<file path="src/frac_pkg.sv">
`default_nettype none

package frac_pkg;

    // ****************************************************************
    // Field widths
    // ****************************************************************
    localparam int INC_W = 4;
    localparam int MOD_W = 5;
    localparam int SUM_W = 6;

    // ****************************************************************
    // Values after reset and the smallest modulus
    // ****************************************************************
    localparam logic [INC_W-1:0] NUM_RESET    = 4'h0;
    localparam logic [INC_W-1:0] INC_RESET    = 4'h0;
    localparam logic [MOD_W-1:0] MOD_RESET    = 5'h01;
    localparam logic [MOD_W-1:0] MOD_MIN      = 5'h01;

    // ****************************************************************
    // Compensation pulse length in reference clock cycles
    // ****************************************************************
    localparam int COMP_LEN_W = 4;
    localparam logic [COMP_LEN_W-1:0] COMP_LEN       = 4'h8;
    localparam logic [COMP_LEN_W-1:0] COMP_LEAD      = 4'h4;

    typedef enum logic [1:0] {
        PH_IDLE,
        PH_LEAD,
        PH_TRAIL
    } comp_state_type;

endpackage : frac_pkg

`default_nettype wire

</file>
<file path="src/frac_comp_pulse.sv">
`timescale 1ns/10ps
`default_nettype none

// ********************************************************************
// Compensation pulse timer
// ********************************************************************
module frac_comp_pulse
    import frac_pkg::*;
(
    input  wire logic                  clk,
    input  wire logic                  rst,
    input  wire logic                  early,
    input  wire logic [INC_W-1:0]      level,
    output logic                       active,
    output logic [INC_W-1:0]           amplitude
);

    comp_state_type           state_reg;
    comp_state_type           state_next;
    logic [COMP_LEN_W-1:0]    count_reg;
    logic [COMP_LEN_W-1:0]    count_next;
    logic [INC_W-1:0]         amp_reg;
    logic [INC_W-1:0]         amp_next;

    // Pulse opens COMP_LEAD cycles before the main pump edge and lasts
    // COMP_LEN, so it straddles the main pulse symmetrically
    always_comb begin
        state_next = state_reg;
        count_next = count_reg;
        amp_next   = amp_reg;
        case (state_reg)
            PH_IDLE: begin
                if (early) begin
                    state_next = PH_LEAD;
                    count_next = COMP_LEN - 4'h1;
                    amp_next   = level;
                end
            end
            PH_LEAD, PH_TRAIL: begin
                if (count_reg == {COMP_LEN_W{1'b0}}) begin
                    state_next = PH_IDLE;
                    amp_next   = NUM_RESET;
                end else begin
                    count_next = count_reg - 4'h1;
                    if (count_reg == COMP_LEN - COMP_LEAD) begin
                        state_next = PH_TRAIL;
                    end
                end
            end
            default: begin
                state_next = PH_IDLE;
            end
        endcase
    end

    always_ff @(posedge clk or posedge rst) begin
        if (rst) begin
            state_reg <= PH_IDLE;
            count_reg <= 4'h0;
            amp_reg   <= 4'h0;
        end else begin
            state_reg <= state_next;
            count_reg <= count_next;
            amp_reg   <= amp_next;
        end
    end

    assign active    = (state_reg != PH_IDLE);
    assign amplitude = amp_reg;

endmodule : frac_comp_pulse

`default_nettype wire

</file>
<file path="src/fractional_n_accumulator.sv">
`timescale 1ns/10ps
`default_nettype none

module fractional_n_accumulator
    import frac_pkg::*;
(
    input  wire logic                  CLK,
    input  wire logic                  RST,
    input  wire logic                  TERMINAL_COUNT,
    input  wire logic                  PUMP_EARLY,
    input  wire logic [INC_W-1:0]      FRAC_INCREMENT,
    input  wire logic [MOD_W-1:0]      FRAC_MODULUS,
    output logic                       DIVIDE_N_PLUS_ONE,
    output logic [INC_W-1:0]           NUMERATOR,
    output logic [INC_W-1:0]           MAIN_RIPPLE_WIDTH,
    output logic                       COMP_PULSE_ACTIVE,
    output logic [INC_W-1:0]           COMP_PULSE_AMPLITUDE,
    output logic                       COMP_SUM_ENABLE
);

    // ****************************************************************
    // Step kinds
    // ****************************************************************
    typedef enum logic [1:0] {
        STEP_HOLD,
        STEP_CLEAR,
        STEP_ADD,
        STEP_WRAP
    } step_kind_type;

    // ****************************************************************
    // Accumulator state
    // ****************************************************************
    logic [INC_W-1:0]      num_reg;
    logic [INC_W-1:0]      num_next;
    logic                  plus_one_reg;
    logic                  plus_one_next;

    // ****************************************************************
    // Step arithmetic and control terms
    // ****************************************************************
    logic [MOD_W-1:0]      eff_modulus;
    logic [SUM_W-1:0]      step_sum;
    logic                  step_overflow;
    logic [INC_W-1:0]      step_wrapped;
    logic                  integer_mode;
    logic                  advance;
    step_kind_type         step_kind;

    // ****************************************************************
    // Compensation pump links
    // ****************************************************************
    logic                  comp_active;
    logic [INC_W-1:0]      comp_amplitude;

    // ****************************************************************
    // Modulus guard
    // ****************************************************************
    // A zero modulus would overflow on every step and leave the
    // numerator above the modulus, so it runs as a modulus of one
    function automatic logic [MOD_W-1:0] guard_modulus(
        input logic [MOD_W-1:0] modulus
    );
        if (modulus < MOD_MIN) begin
            guard_modulus = MOD_MIN;
        end else begin
            guard_modulus = modulus;
        end
    endfunction : guard_modulus

    // ****************************************************************
    // Numerator plus increment
    // ****************************************************************
    function automatic logic [SUM_W-1:0] frac_sum(
        input logic [INC_W-1:0] num,
        input logic [INC_W-1:0] inc
    );
        frac_sum = {2'b00, num} + {2'b00, inc};
    endfunction : frac_sum

    // ****************************************************************
    // Overflow test
    // ****************************************************************
    function automatic logic frac_overflow(
        input logic [SUM_W-1:0] sum,
        input logic [MOD_W-1:0] modulus
    );
        frac_overflow = (sum >= {1'b0, modulus});
    endfunction : frac_overflow

    // ****************************************************************
    // Wrapped numerator
    // ****************************************************************
    // An increment at or above the modulus is outside the contract;
    // the difference is then simply cut to the numerator width
    function automatic logic [INC_W-1:0] frac_wrap(
        input logic [SUM_W-1:0] sum,
        input logic [MOD_W-1:0] modulus
    );
        logic [SUM_W-1:0] diff;
        diff      = sum - {1'b0, modulus};
        frac_wrap = diff[INC_W-1:0];
    endfunction : frac_wrap

    // ****************************************************************
    // Step kind decode
    // ****************************************************************
    // Integer mode is tested before overflow, so a zero increment never reports
    // an overflow whatever modulus is programmed
    function automatic step_kind_type decode_step(
        input logic adv,
        input logic int_mode,
        input logic ovf
    );
        if (!adv) begin
            decode_step = STEP_HOLD;
        end else if (int_mode) begin
            decode_step = STEP_CLEAR;
        end else if (ovf) begin
            decode_step = STEP_WRAP;
        end else begin
            decode_step = STEP_ADD;
        end
    endfunction : decode_step

    // ****************************************************************
    // Control decode
    // ****************************************************************
    always_comb begin
        eff_modulus  = guard_modulus(FRAC_MODULUS);
        integer_mode = (FRAC_INCREMENT == INC_RESET);
        advance      = TERMINAL_COUNT;
    end

    // ****************************************************************
    // Step arithmetic
    // ****************************************************************
    always_comb begin
        step_sum      = frac_sum(num_reg, FRAC_INCREMENT);
        step_overflow = frac_overflow(step_sum, eff_modulus);
        step_wrapped  = frac_wrap(step_sum, eff_modulus);
        step_kind     = decode_step(advance, integer_mode, step_overflow);
    end

    // ****************************************************************
    // Accumulator, advanced once per divider terminal count
    // ****************************************************************
    always_comb begin
        num_next      = num_reg;
        plus_one_next = plus_one_reg;
        case (step_kind)
            STEP_HOLD: begin
                num_next      = num_reg;
                plus_one_next = plus_one_reg;
            end
            STEP_CLEAR: begin
                num_next      = NUM_RESET;
                plus_one_next = 1'b0;
            end
            STEP_ADD: begin
                num_next      = step_sum[INC_W-1:0];
                plus_one_next = 1'b0;
            end
            STEP_WRAP: begin
                num_next      = step_wrapped;
                plus_one_next = 1'b1;
            end
            default: begin
                num_next      = num_reg;
                plus_one_next = plus_one_reg;
            end
        endcase
    end

    // ****************************************************************
    // Accumulator registers
    // ****************************************************************
    // Only the terminal count moves these, so the ratio seen by the
    // divider stays put for a whole divider cycle
    always_ff @(posedge CLK or posedge RST) begin
        if (RST) begin
            num_reg      <= NUM_RESET;
            plus_one_reg <= 1'b0;
        end else begin
            num_reg      <= num_next;
            plus_one_reg <= plus_one_next;
        end
    end

    // ****************************************************************
    // Divider and pump outputs
    // ****************************************************************
    assign DIVIDE_N_PLUS_ONE    = plus_one_reg;
    assign NUMERATOR            = num_reg;
    assign MAIN_RIPPLE_WIDTH    = num_reg;
    assign COMP_PULSE_ACTIVE    = comp_active;
    assign COMP_PULSE_AMPLITUDE = comp_amplitude;
    assign COMP_SUM_ENABLE      = comp_active;

    // ****************************************************************
    // Compensation pulse
    // ****************************************************************
    // The timer captures the numerator as it stands at the early
    // strobe, the value that sets the width of the coming main pulse
    frac_comp_pulse i_frac_comp_pulse (
        .clk       (CLK),
        .rst       (RST),
        .early     (PUMP_EARLY),
        .level     (num_reg),
        .active    (comp_active),
        .amplitude (comp_amplitude)
    );

endmodule : fractional_n_accumulator

`default_nettype wire

</file>
<file path="config.mk">
export PLATFORM = sky130hd
export DESIGN_NAME = fractional_n_accumulator
export DESIGN_NICKNAME = d
export VERILOG_FILES = /design/src/frac_pkg.sv /design/src/frac_comp_pulse.sv /design/src/fractional_n_accumulator.sv
export SDC_FILE = /design/constraint.sdc
export NUM_CORES = 1
export LEC_CHECK = 0
export BUFFER_PORTS_ARGS = -buffer_cell sky130_fd_sc_hd__buf_2
export CAP_MARGIN = 20
export CORE_MARGIN = 10
export CORE_UTILIZATION = 55
export CTS_BUF_LIST = sky130_fd_sc_hd__clkbuf_2 sky130_fd_sc_hd__clkbuf_4 sky130_fd_sc_hd__clkbuf_8
export CTS_CLUSTER_SIZE = 20
export DETAILED_ROUTE_END_ITERATION = 12
export PLACE_DENSITY = 0.8
export SKIP_CTS_REPAIR_TIMING = 1
export SYNTH_ARGS = -nofsm -noshare
export SYNTH_HDL_FRONTEND = slang
export SYNTH_HIERARCHICAL = 1
export SYNTH_SLANG_ARGS = --single-unit
</file>
<file path="constraint.sdc">
create_clock -name CLK -period 3.45 [get_ports CLK]
set_input_delay 0.345 -clock CLK [delete_from_list [all_inputs] [get_ports CLK]]
set_output_delay 0.345 -clock CLK [all_outputs]
set_load 0.1 [all_outputs]
</file>
# [Word level (Yosys, flattened, before mapping)]
# Cells that the tools add are included.
[totals] ff_bits=15 latchBits=0 ramBits=0 romBits=0 input_bits=13 out_inout_bits=15 elab_cells=47 n_memories=0
[op_classes] n_addsub=3 n_mul=0 n_div=0 magnitude_cmp=2 n_eq_ne=10 shift=0 mux=16 bitwise_logic=0 n_reduce_logical=11
[ops] op="two-way mux 4 bit" count=4
[ops] op="one-hot mux 4 bit (2 select lines)" count=2
[ops] op="one-hot mux 4 bit (3 select lines)" count=1
[ops] op="two-way mux 2 bit" count=5
[ops] op="zero test 4 bit" count=2
[ops] op="== test 2 bit, second input constant" count=3
[ops] op="AND reduction 3 bit" count=2
[ops] op="adder 4 x 4 -> 5 bit" count=1
[ops] op="greater-or-equal comparator 5 bit" count=1
[ops] op="less-than comparator 5 x 1 -> 1 bit, second input constant" count=1
[ops] op="two-way mux 5 bit" count=1
[ops] op="== test 2 x 1 -> 1 bit, second input constant" count=2
[ops] op="== test 4 x 3 -> 1 bit, second input constant" count=1
[ops] op="zero test 2 bit" count=2
[ops] op="inequality test 2 bit, second input constant" count=2
[ops] op="one-hot mux 2 bit (2 select lines)" count=1
[ops] op="nonzero test 2 bit" count=2
[ops] op="OR reduction 2 bit" count=2
[ops] op="subtractor 4 x 1 -> 4 bit, second input constant" count=1
[ops] op="subtractor 4 bit" count=1
[ops] op="inequality test 3 x 1 -> 1 bit, second input constant" count=1
[ops] op="inequality test 2 x 1 -> 1 bit, second input constant" count=1
[ops] op="one-hot mux 1 bit (2 select lines)" count=1
[ops] op="AND reduction 2 bit" count=1
[ops] op="two-way mux 1 bit" count=1

# [Logic depth before layout (Yosys ltp)]
# Gate-level depths: netlist of run 1.
[depth] ltp_word=9 ltp_mapped=10 depth_no_buf=9

# [By module]
# Netlist of run 1, hierarchy kept.
[modules_own_cells] module="fractional_n_accumulator" instances=1 cells_each=68 area_each_um2=599.3 seq_area_each_um2=125.1
[modules_own_cells] module="frac_comp_pulse" instances=1 cells_each=56 area_each_um2=559.3 seq_area_each_um2=250.2

# [Least setup slack after synthesis of run 1]
# OpenSTA, ideal clock, no wires.
[synth_timing] kind="flip-flop to flip-flop" start="register num_reg[0] (netlist: MAIN_RIPPLE_WIDTH[0])" end="register num_reg[3] (netlist: MAIN_RIPPLE_WIDTH[3])" setup_ns=0.082 arrival_time_ns=3.041 required_time_ns=3.368 path_slack_ns=0.327 stages_incl_launch_ff=11 path_buffers=1 synth_period_minus_slack_ns=3.123 path_cell_list="dfrtp_1 ha_1 fa_1 a21o_1 a21o_1 ha_1 a211o_1 a31o_2 buf_6 nand2b_1 a31oi_1"
[synth_between] elab_chain_cells=7 word_cells_on_any_way=11 classes_between="2 x add/sub; 1 x order compare; 3 x eq/ne; 4 x mux; 1 x reduce/logical"
[synth_rtl] item="start, declared" line="fractional_n_accumulator.sv:34" rtl="logic [INC_W-1:0] num_reg;"
[synth_rtl] item="start signal, assigned" line="fractional_n_accumulator.sv:185" rtl="num_reg <= num_next;"
[synth_rtl] item="adder 4 x 4 -> 5 bit (*)" line="fractional_n_accumulator.sv:78" rtl="frac_sum = {2'b00, num} + {2'b00, inc};"
[synth_rtl] item="greater-or-equal comparator 5 bit" line="fractional_n_accumulator.sv:88" rtl="frac_overflow = (sum >= {1'b0, modulus});"
[synth_rtl] item="two-way mux 1 bit" line="fractional_n_accumulator.sv:119" rtl="end else if (ovf) begin"
[synth_rtl] item="two-way mux 2 bit" line="fractional_n_accumulator.sv:117" rtl="end else if (int_mode) begin"
[synth_rtl] item="two-way mux 2 bit" line="fractional_n_accumulator.sv:115" rtl="if (!adv) begin"
[synth_rtl] item="== test 2 bit or == test 2 x 1 -> 1 bit (tied branches)" line="fractional_n_accumulator.sv:151" rtl="case (step_kind)"
[synth_rtl] item="one-hot mux 4 bit (3 select lines)" line="fractional_n_accumulator.sv:151"
# Every way passes the cells marked *; elsewhere a longest branch is shown, timed or not.
# A chain may end at the register's enable or synchronous reset.

# [Final worst setup path of run 1]
[layout_timing] start="register num_reg[0] (netlist: MAIN_RIPPLE_WIDTH[0])" end="register num_reg[0] (netlist: MAIN_RIPPLE_WIDTH[0])"
# The elaborated chain is that of the path after synthesis.

==> results.py, run 1 <==
metrics = {
    "cts": {
        "cts_tree": "built",
        "clkLatencyLatePin_ns": 0.28,
        "path_clk_slew_ns": 0.08,
        "clock_sinks": 15,
        "htreeDepth": 1,
        "clockBufferDepth": 2,
        "numCtsBuffers": 3,
        "cts_root_buf": "clkbuf_4",
    },
    "timing": {
        "slew_violations": 0,
        "rsz0062_at_grt": "false",
        "setup_slack_ns": 0.710,
        "hold_slack_ns": 0.367,
        "fin_skew_ns": 0.00564,
        "period_minus_slack_ns": 2.74,
        "fin_tns_setup_ns": 0,
        "period_share_pct": 79.4,
        "fmax_mhz": 365,
        "finalSetupViolCount": 0,
        "relSlewSlack_pct": 67.4,
        "worst_pin_slew_ns": 0.492,
        "hold_viol": 0,
    },
    "hold_path": {
        "holdPathEnd": "MAIN_RIPPLE_WIDTH[0]$_DFFE_PP0P_",
        "holdPathStages": 2,
        "hold_path_class": "in -> reg",
        "min_from": "TERMINAL_COUNT",
    },
    "synthesis": {
        "synth_top_family_by_area": "adder cells",
        "yosys.area.top_type": "dfrtp_1",
        "synth_compound_area_share_pct": 15.8,
        "yosys.area_share.xor_xnor_pct": 3.02,
        "synth_mux_area_share_pct": 5.40,
        "yosys.area.top_type_share_pct": 32.4,
        "synth-edff-count": 0,
        "synth.area.top_cells": "dfrtp_1 (32%), ha_1 (13%), inv_1 (6.8%)",
        "yosys.area_share.simple_pct": 15.0,
        "synthArstFlopShare_pct": 100,
        "syn-num-nets": 151,
        "ys.flop_type": "dfrtp_1",
        "synth_cell_types": 40,
        "ys_warn_count": 6,
        "netlist_area_sq_mm": 0.00116,
        "syn_avg_cell_area_sq_um": 9.34,
        "synth_most_common_cell": "inv_1",
        "synth-seq-area-share_pct": 32.4,
        "synth-seq-cells": 15,
        "synth.top_cells.by_count": "inv_1 (21), dfrtp_1 (15), ha_1 (12), o21ai_0 (7), a21oi_1 (6)",
        "netlist_instances": 124,
        "synth_fa_ha_area_share_pct": 16.4,
    },
    "global_route": {
        "grt_first_pass_wirelength_mm": 4.31,
        "grt_max_degree": 13,
        "grt_usage_pct": 12.3,
        "grt_pass1_vias": 963,
        "antenna_found_initial": 0,
        "overflow": 0,
    },
    "cells_and_area": {
        "fillers": 185,
        "stdcell_count": 174,
        "nets": 175,
        "drive_above_1_share_pct": 27.2,
        "antenna_cells": 0,
        "area_growth_pct": 12.9,
    },
    "place": {
        "pre_cts_slack_ns": 0.711,
        "io_buffers": 27,
        "dpl.hpwl_mm": 2.11,
        "gp_congestion": 0.819,
        "dp.cells": 169,
    },
    "worst_setup_path": {
        "cp.required_ns": 3.61,
        "r2r_start": "MAIN_RIPPLE_WIDTH[0]$_DFFE_PP0P_",
        "rrSetupSlack_ns": 0.71,
        "worstPathMaxFanout": 6,
        "r2r-end": "MAIN_RIPPLE_WIDTH[0]$_DFFE_PP0P_",
        "crit_arrival_ns": 2.90,
        "r2r_cells": 9,
        "crit_path_end_kind": "flip-flop",
        "start_kind": "flip-flop",
        "crit_type": "reg -> reg",
    },
    "floorplan": {
        "die_area_sq_mm": 0.00434,
        "rows": 16,
        "die_w_um": 65.9,
        "ios": 28,
        "die_h_um": 65.9,
        "initial_core_util_pct": 58.5,
        "core_area_sq_mm": 0.00198,
    },
    "route": {
        "ant_nets": 0,
        "drcViolationCount": 0,
        "vias": 941,
        "drtIter0Drc": 53,
        "viasPerCell": 5.41,
        "drt_wl_total_mm": 2.47,
        "wl_per_cell_um": 14.2,
        "first_pass_iters": 4,
    },
    "run": {
        "maxCapViolCount": 0,
    },
    "status": {
        "status": "finished clean",
    },
}
==> worst max-delay path by stage <==
stage,from,endpoint,slack [ns],cells past startpoint
5_1_grt,MAIN_RIPPLE_WIDTH[0]$_DFFE_PP0P_,MAIN_RIPPLE_WIDTH[0]$_DFFE_PP0P_,0.54,9
2_1_floorplan,MAIN_RIPPLE_WIDTH[0]$_DFFE_PP0P_,MAIN_RIPPLE_WIDTH[3]$_DFFE_PP0P_,0.33,10
3_5_place_dp,FRAC_INCREMENT[0],MAIN_RIPPLE_WIDTH[0]$_DFFE_PP0P_,0.71,10
4_1_cts,MAIN_RIPPLE_WIDTH[0]$_DFFE_PP0P_,MAIN_RIPPLE_WIDTH[0]$_DFFE_PP0P_,0.71,9
6_report,MAIN_RIPPLE_WIDTH[0]$_DFFE_PP0P_,MAIN_RIPPLE_WIDTH[0]$_DFFE_PP0P_,0.71,9
3_3_place_gp,FRAC_INCREMENT[0],MAIN_RIPPLE_WIDTH[3]$_DFFE_PP0P_,0.82,10
==> critical path, stage by stage, from the launching register on <==
cell and delay (ns):
dfrtp_1 0.46, ha_1 0.24, fa_1 0.40, xor2_1 0.28, ha_1 0.32, a21oi_1 0.21
o21ai_0 0.13, a31o_2 0.31, mux2i_1 0.18, a21oi_1 0.09
==> kinds of logic (layout without fill, tap and decap cells) <==
logic type	after synthesis	after routing
mux	6	6
simple gates	28	28
flops	15	15
buf+inv	30	53
compound gates	27	27
xor+xnor	4	4
fa+ha+maj	14	14
==> through the flow <==
stage	utilization [%]	instance area, sq um
after global routing	66.0	1310
after CTS	65.5	1300
final	66.0	1310
after global placement	64.0	1270
after floorplan	-	1160
after detailed placement	64.0	1270
==> placed cells by master (no fill, tap or decap), types with 2 or more instances in the layout <==
master | Yosys | layout
mux2_2 | 2 | 2
buf_2 | 0 | 27
nor2_1 | 5 | 5
clkbuf_4 | 0 | 4
nand3_1 | 3 | 3
nand4b_1 | 4 | 4
nand2_1 | 5 | 5
dfrtp_1 | 15 | 15
o21ai_0 | 7 | 7
mux2i_1 | 4 | 4
ha_1 | 12 | 12
xnor2_1 | 2 | 2
xor2_1 | 2 | 2
fa_1 | 2 | 2
a21oi_1 | 6 | 6
inv_1 | 21 | 21
a21o_1 | 3 | 3
==> metal layers <==
metal  vias to the layer above  global-route usage (%)  share of wire [%]
met3                         2                    4.75                7.6
met2                        24                    19.2                 46
li1                        474                       -                  -
met4                         0                    3.48               0.32
met1                       441                    15.2                 46
met5                         -                       0                  0
==> area by class of cell <==
cell class / instances / area, sq um / area share (%)
tap: 27 / 33.8 / 2.58
timing repair buffer: 28 / 145 / 11.1
sequential: 15 / 375 / 28.7
inverter: 21 / 78.8 / 6.03
clock buffer: 4 / 30.0 / 2.30
multi-input combinational: 79 / 644 / 49.3
Power of run 1 is not shown: default switching activity piles up to over one toggle a cycle in this logic, so the estimate is an artifact.
==> run 2: changes to the inputs <==
--- a/config.mk
+++ b/config.mk
@@ -8,11 +8,11 @@
 export BUFFER_PORTS_ARGS = -buffer_cell sky130_fd_sc_hd__buf_2
 export CAP_MARGIN = 20
 export CORE_MARGIN = 10
-export CORE_UTILIZATION = 55
+export CORE_UTILIZATION = 50
 export CTS_BUF_LIST = sky130_fd_sc_hd__clkbuf_2 sky130_fd_sc_hd__clkbuf_4 sky130_fd_sc_hd__clkbuf_8
 export CTS_CLUSTER_SIZE = 20
 export DETAILED_ROUTE_END_ITERATION = 12
-export PLACE_DENSITY = 0.8
+export PLACE_DENSITY = 0.76
 export SKIP_CTS_REPAIR_TIMING = 1
 export SYNTH_ARGS = -nofsm -noshare
 export SYNTH_HDL_FRONTEND = slang
==> constraint.sdc (replaced) <==
create_clock -name CLK -period 2.5 [get_ports CLK]
set_input_delay 0.25 -clock CLK [delete_from_list [all_inputs] [get_ports CLK]]
set_output_delay 0.25 -clock CLK [all_outputs]
set_load 0.1 [all_outputs]
==> results.py, run 2 (synthesized netlist as in run 1, its figures left out) <==
metrics = {
    "status": {
        "status": "finished with violations",
        "violations": "setup timing",
    },
    "timing": {
        "period_minus_slack_ns": 2.50,
        "relSlewSlack_pct": 67.1,
        "period_share_pct": 100,
        "fin_skew_ns": 0.0123,
        "slew_violations": 0,
        "worst_pin_slew_ns": 0.497,
        "setup_slack_ns": -0.000446,
        "finalSetupViolCount": 1,
        "fmax_mhz": 400,
        "hold_viol": 0,
        "rsz0062_at_grt": "true",
    },
    "route": {
        "first_pass_iters": 4,
        "viasPerCell": 5.29,
        "drt_wl_total_mm": 2.69,
        "drtIter0Drc": 55,
        "vias": 952,
        "wl_per_cell_um": 14.9,
        "drcViolationCount": 0,
        "ant_nets": 0,
    },
    "cts": {
        "clockBufferDepth": 2,
        "clkLatencyLatePin_ns": 0.28,
        "htreeDepth": 1,
        "clock_sinks": 15,
        "cts_tree": "built",
        "cts_root_buf": "clkbuf_4",
        "numCtsBuffers": 3,
        "path_clk_slew_ns": 0.09,
    },
    "place": {
        "place_area_sq_mm": 0.00134,
        "io_buffers": 27,
        "dp.cells": 175,
        "dpl.hpwl_mm": 2.25,
        "gp_congestion": 0.886,
    },
    "global_route": {
        "grt_usage_pct": 12.0,
        "antenna_found_initial": 0,
        "grt_max_degree": 13,
        "grt_first_pass_wirelength_mm": 4.26,
        "overflow": 0,
        "grt_pass1_vias": 937,
    },
    "cells_and_area": {
        "antenna_cells": 0,
        "nets": 180,
        "stdcell_count": 180,
        "drive_above_1_share_pct": 36.2,
        "final_cell_mix": "buf_2 (27), inv_1 (21), dfrtp_1 (11), ha_1 (10)",
        "fillers": 185,
        "final_area_sq_mm": 0.00141,
        "final_core_util_pct": 63.7,
        "area_growth_pct": 21.6,
        "final_common_cell": "buf_2",
    },
    "worst_setup_path": {
        "r2r_start": "MAIN_RIPPLE_WIDTH[0]$_DFFE_PP0P_",
        "crit_end": "MAIN_RIPPLE_WIDTH[3]$_DFFE_PP0P_",
        "crit_path_end_kind": "flip-flop",
        "max_stage_delay_ns": 0.50,
        "crit_type": "reg -> reg",
        "cp.depth": 9,
        "crit_arrival_ns": 2.69,
        "rrSetupSlack_ns": -0.0004,
        "start_kind": "flip-flop",
        "cp.required_ns": 2.69,
        "r2r-end": "MAIN_RIPPLE_WIDTH[3]$_DFFE_PP0P_",
        "crit_chain": "ha_4, fa_2, a21o_1, a21o_1, ha_4, a211o_1, a31o_4, nand2b_4, a31oi_1",
        "critPathLaunch": "MAIN_RIPPLE_WIDTH[0]$_DFFE_PP0P_",
        "worstPathMaxFanout": 6,
        "crit_slowest_cell": "dfrtp_4",
        "cp_top_family": "compound AO/OA/AOI/OAI gates",
        "crit_buf_inv": 0,
        "r2r_cells": 9,
    },
    "floorplan": {
        "initial_core_util_pct": 52.4,
        "die_area_sq_mm": 0.00464,
        "ios": 28,
        "die_h_um": 68.1,
        "rows": 17,
        "core_area_sq_mm": 0.00221,
        "die_w_um": 68.1,
    },
    "hold_path": {
        "hold_path_class": "in -> reg",
        "holdPathStages": 2,
    },
    "run": {
        "maxCapViolCount": 0,
    },
}
==> run 2: cell count changes in the layout (fill, tap and decap cells not counted), moves of 2 or more <==
cell / change
buf_4: +5
dfrtp_1: -4
dfrtp_2: +3
ha_1: -2
ha_4: +2
o21ai_0: -2
o21ai_1: +2
==> run 2: cell type report <==
class | instances | area, sq um | area share [%]
clock buffers | 4 | 30.0 | 2.13
repair buffers | 33 | 183 | 13.0
inverters | 21 | 78.8 | 5.60
multi-input cells | 79 | 699 | 49.6
well taps | 28 | 35.0 | 2.49
flip-flops and latches | 15 | 383 | 27.2
==> run 2: metrics by stage <==
| stage | hold slack, ns | setup WS, ns | TNS, ns |
|---|---|---|---|
| 2_1_floorplan | 0.0283 | -0.257 | -1.13 |
| 3_3_place_gp | 0.167 | -0.0439 | -0.125 |
| 3_5_place_dp | 0.163 | -0.0842 | -0.257 |
| 4_1_cts | -0.152 | -0.106 | -0.326 |
| 5_1_grt | 0.260 | -0.0786 | -0.226 |
| 6_report | 0.263 | -0.000446 | -0.000446 |
==> run 2: worst min-delay path by stage <==
stage,start,end,slack (ns)
global route,TERMINAL_COUNT,MAIN_RIPPLE_WIDTH[1]$_DFFE_PP0P_,0.26
detailed placement,RST,DIVIDE_N_PLUS_ONE$_DFFE_PP0P_,0.16
floorplan,RST,DIVIDE_N_PLUS_ONE$_DFFE_PP0P_,0.03
finish,TERMINAL_COUNT,MAIN_RIPPLE_WIDTH[1]$_DFFE_PP0P_,0.26
global placement,RST,DIVIDE_N_PLUS_ONE$_DFFE_PP0P_,0.17
CTS,RST,MAIN_RIPPLE_WIDTH[0]$_DFFE_PP0P_,-0.15
==> run 2: per-layer routing <==
metal  up-vias  GRT usage (%)  wire length (um)
met5         -              0                 0
met1       444           14.7              1180
met4         0           2.26                14
met2        27           19.4              1260
li1        479              -                 -
met3         2           4.73               240
Power of run 2 is left out for the same reason.
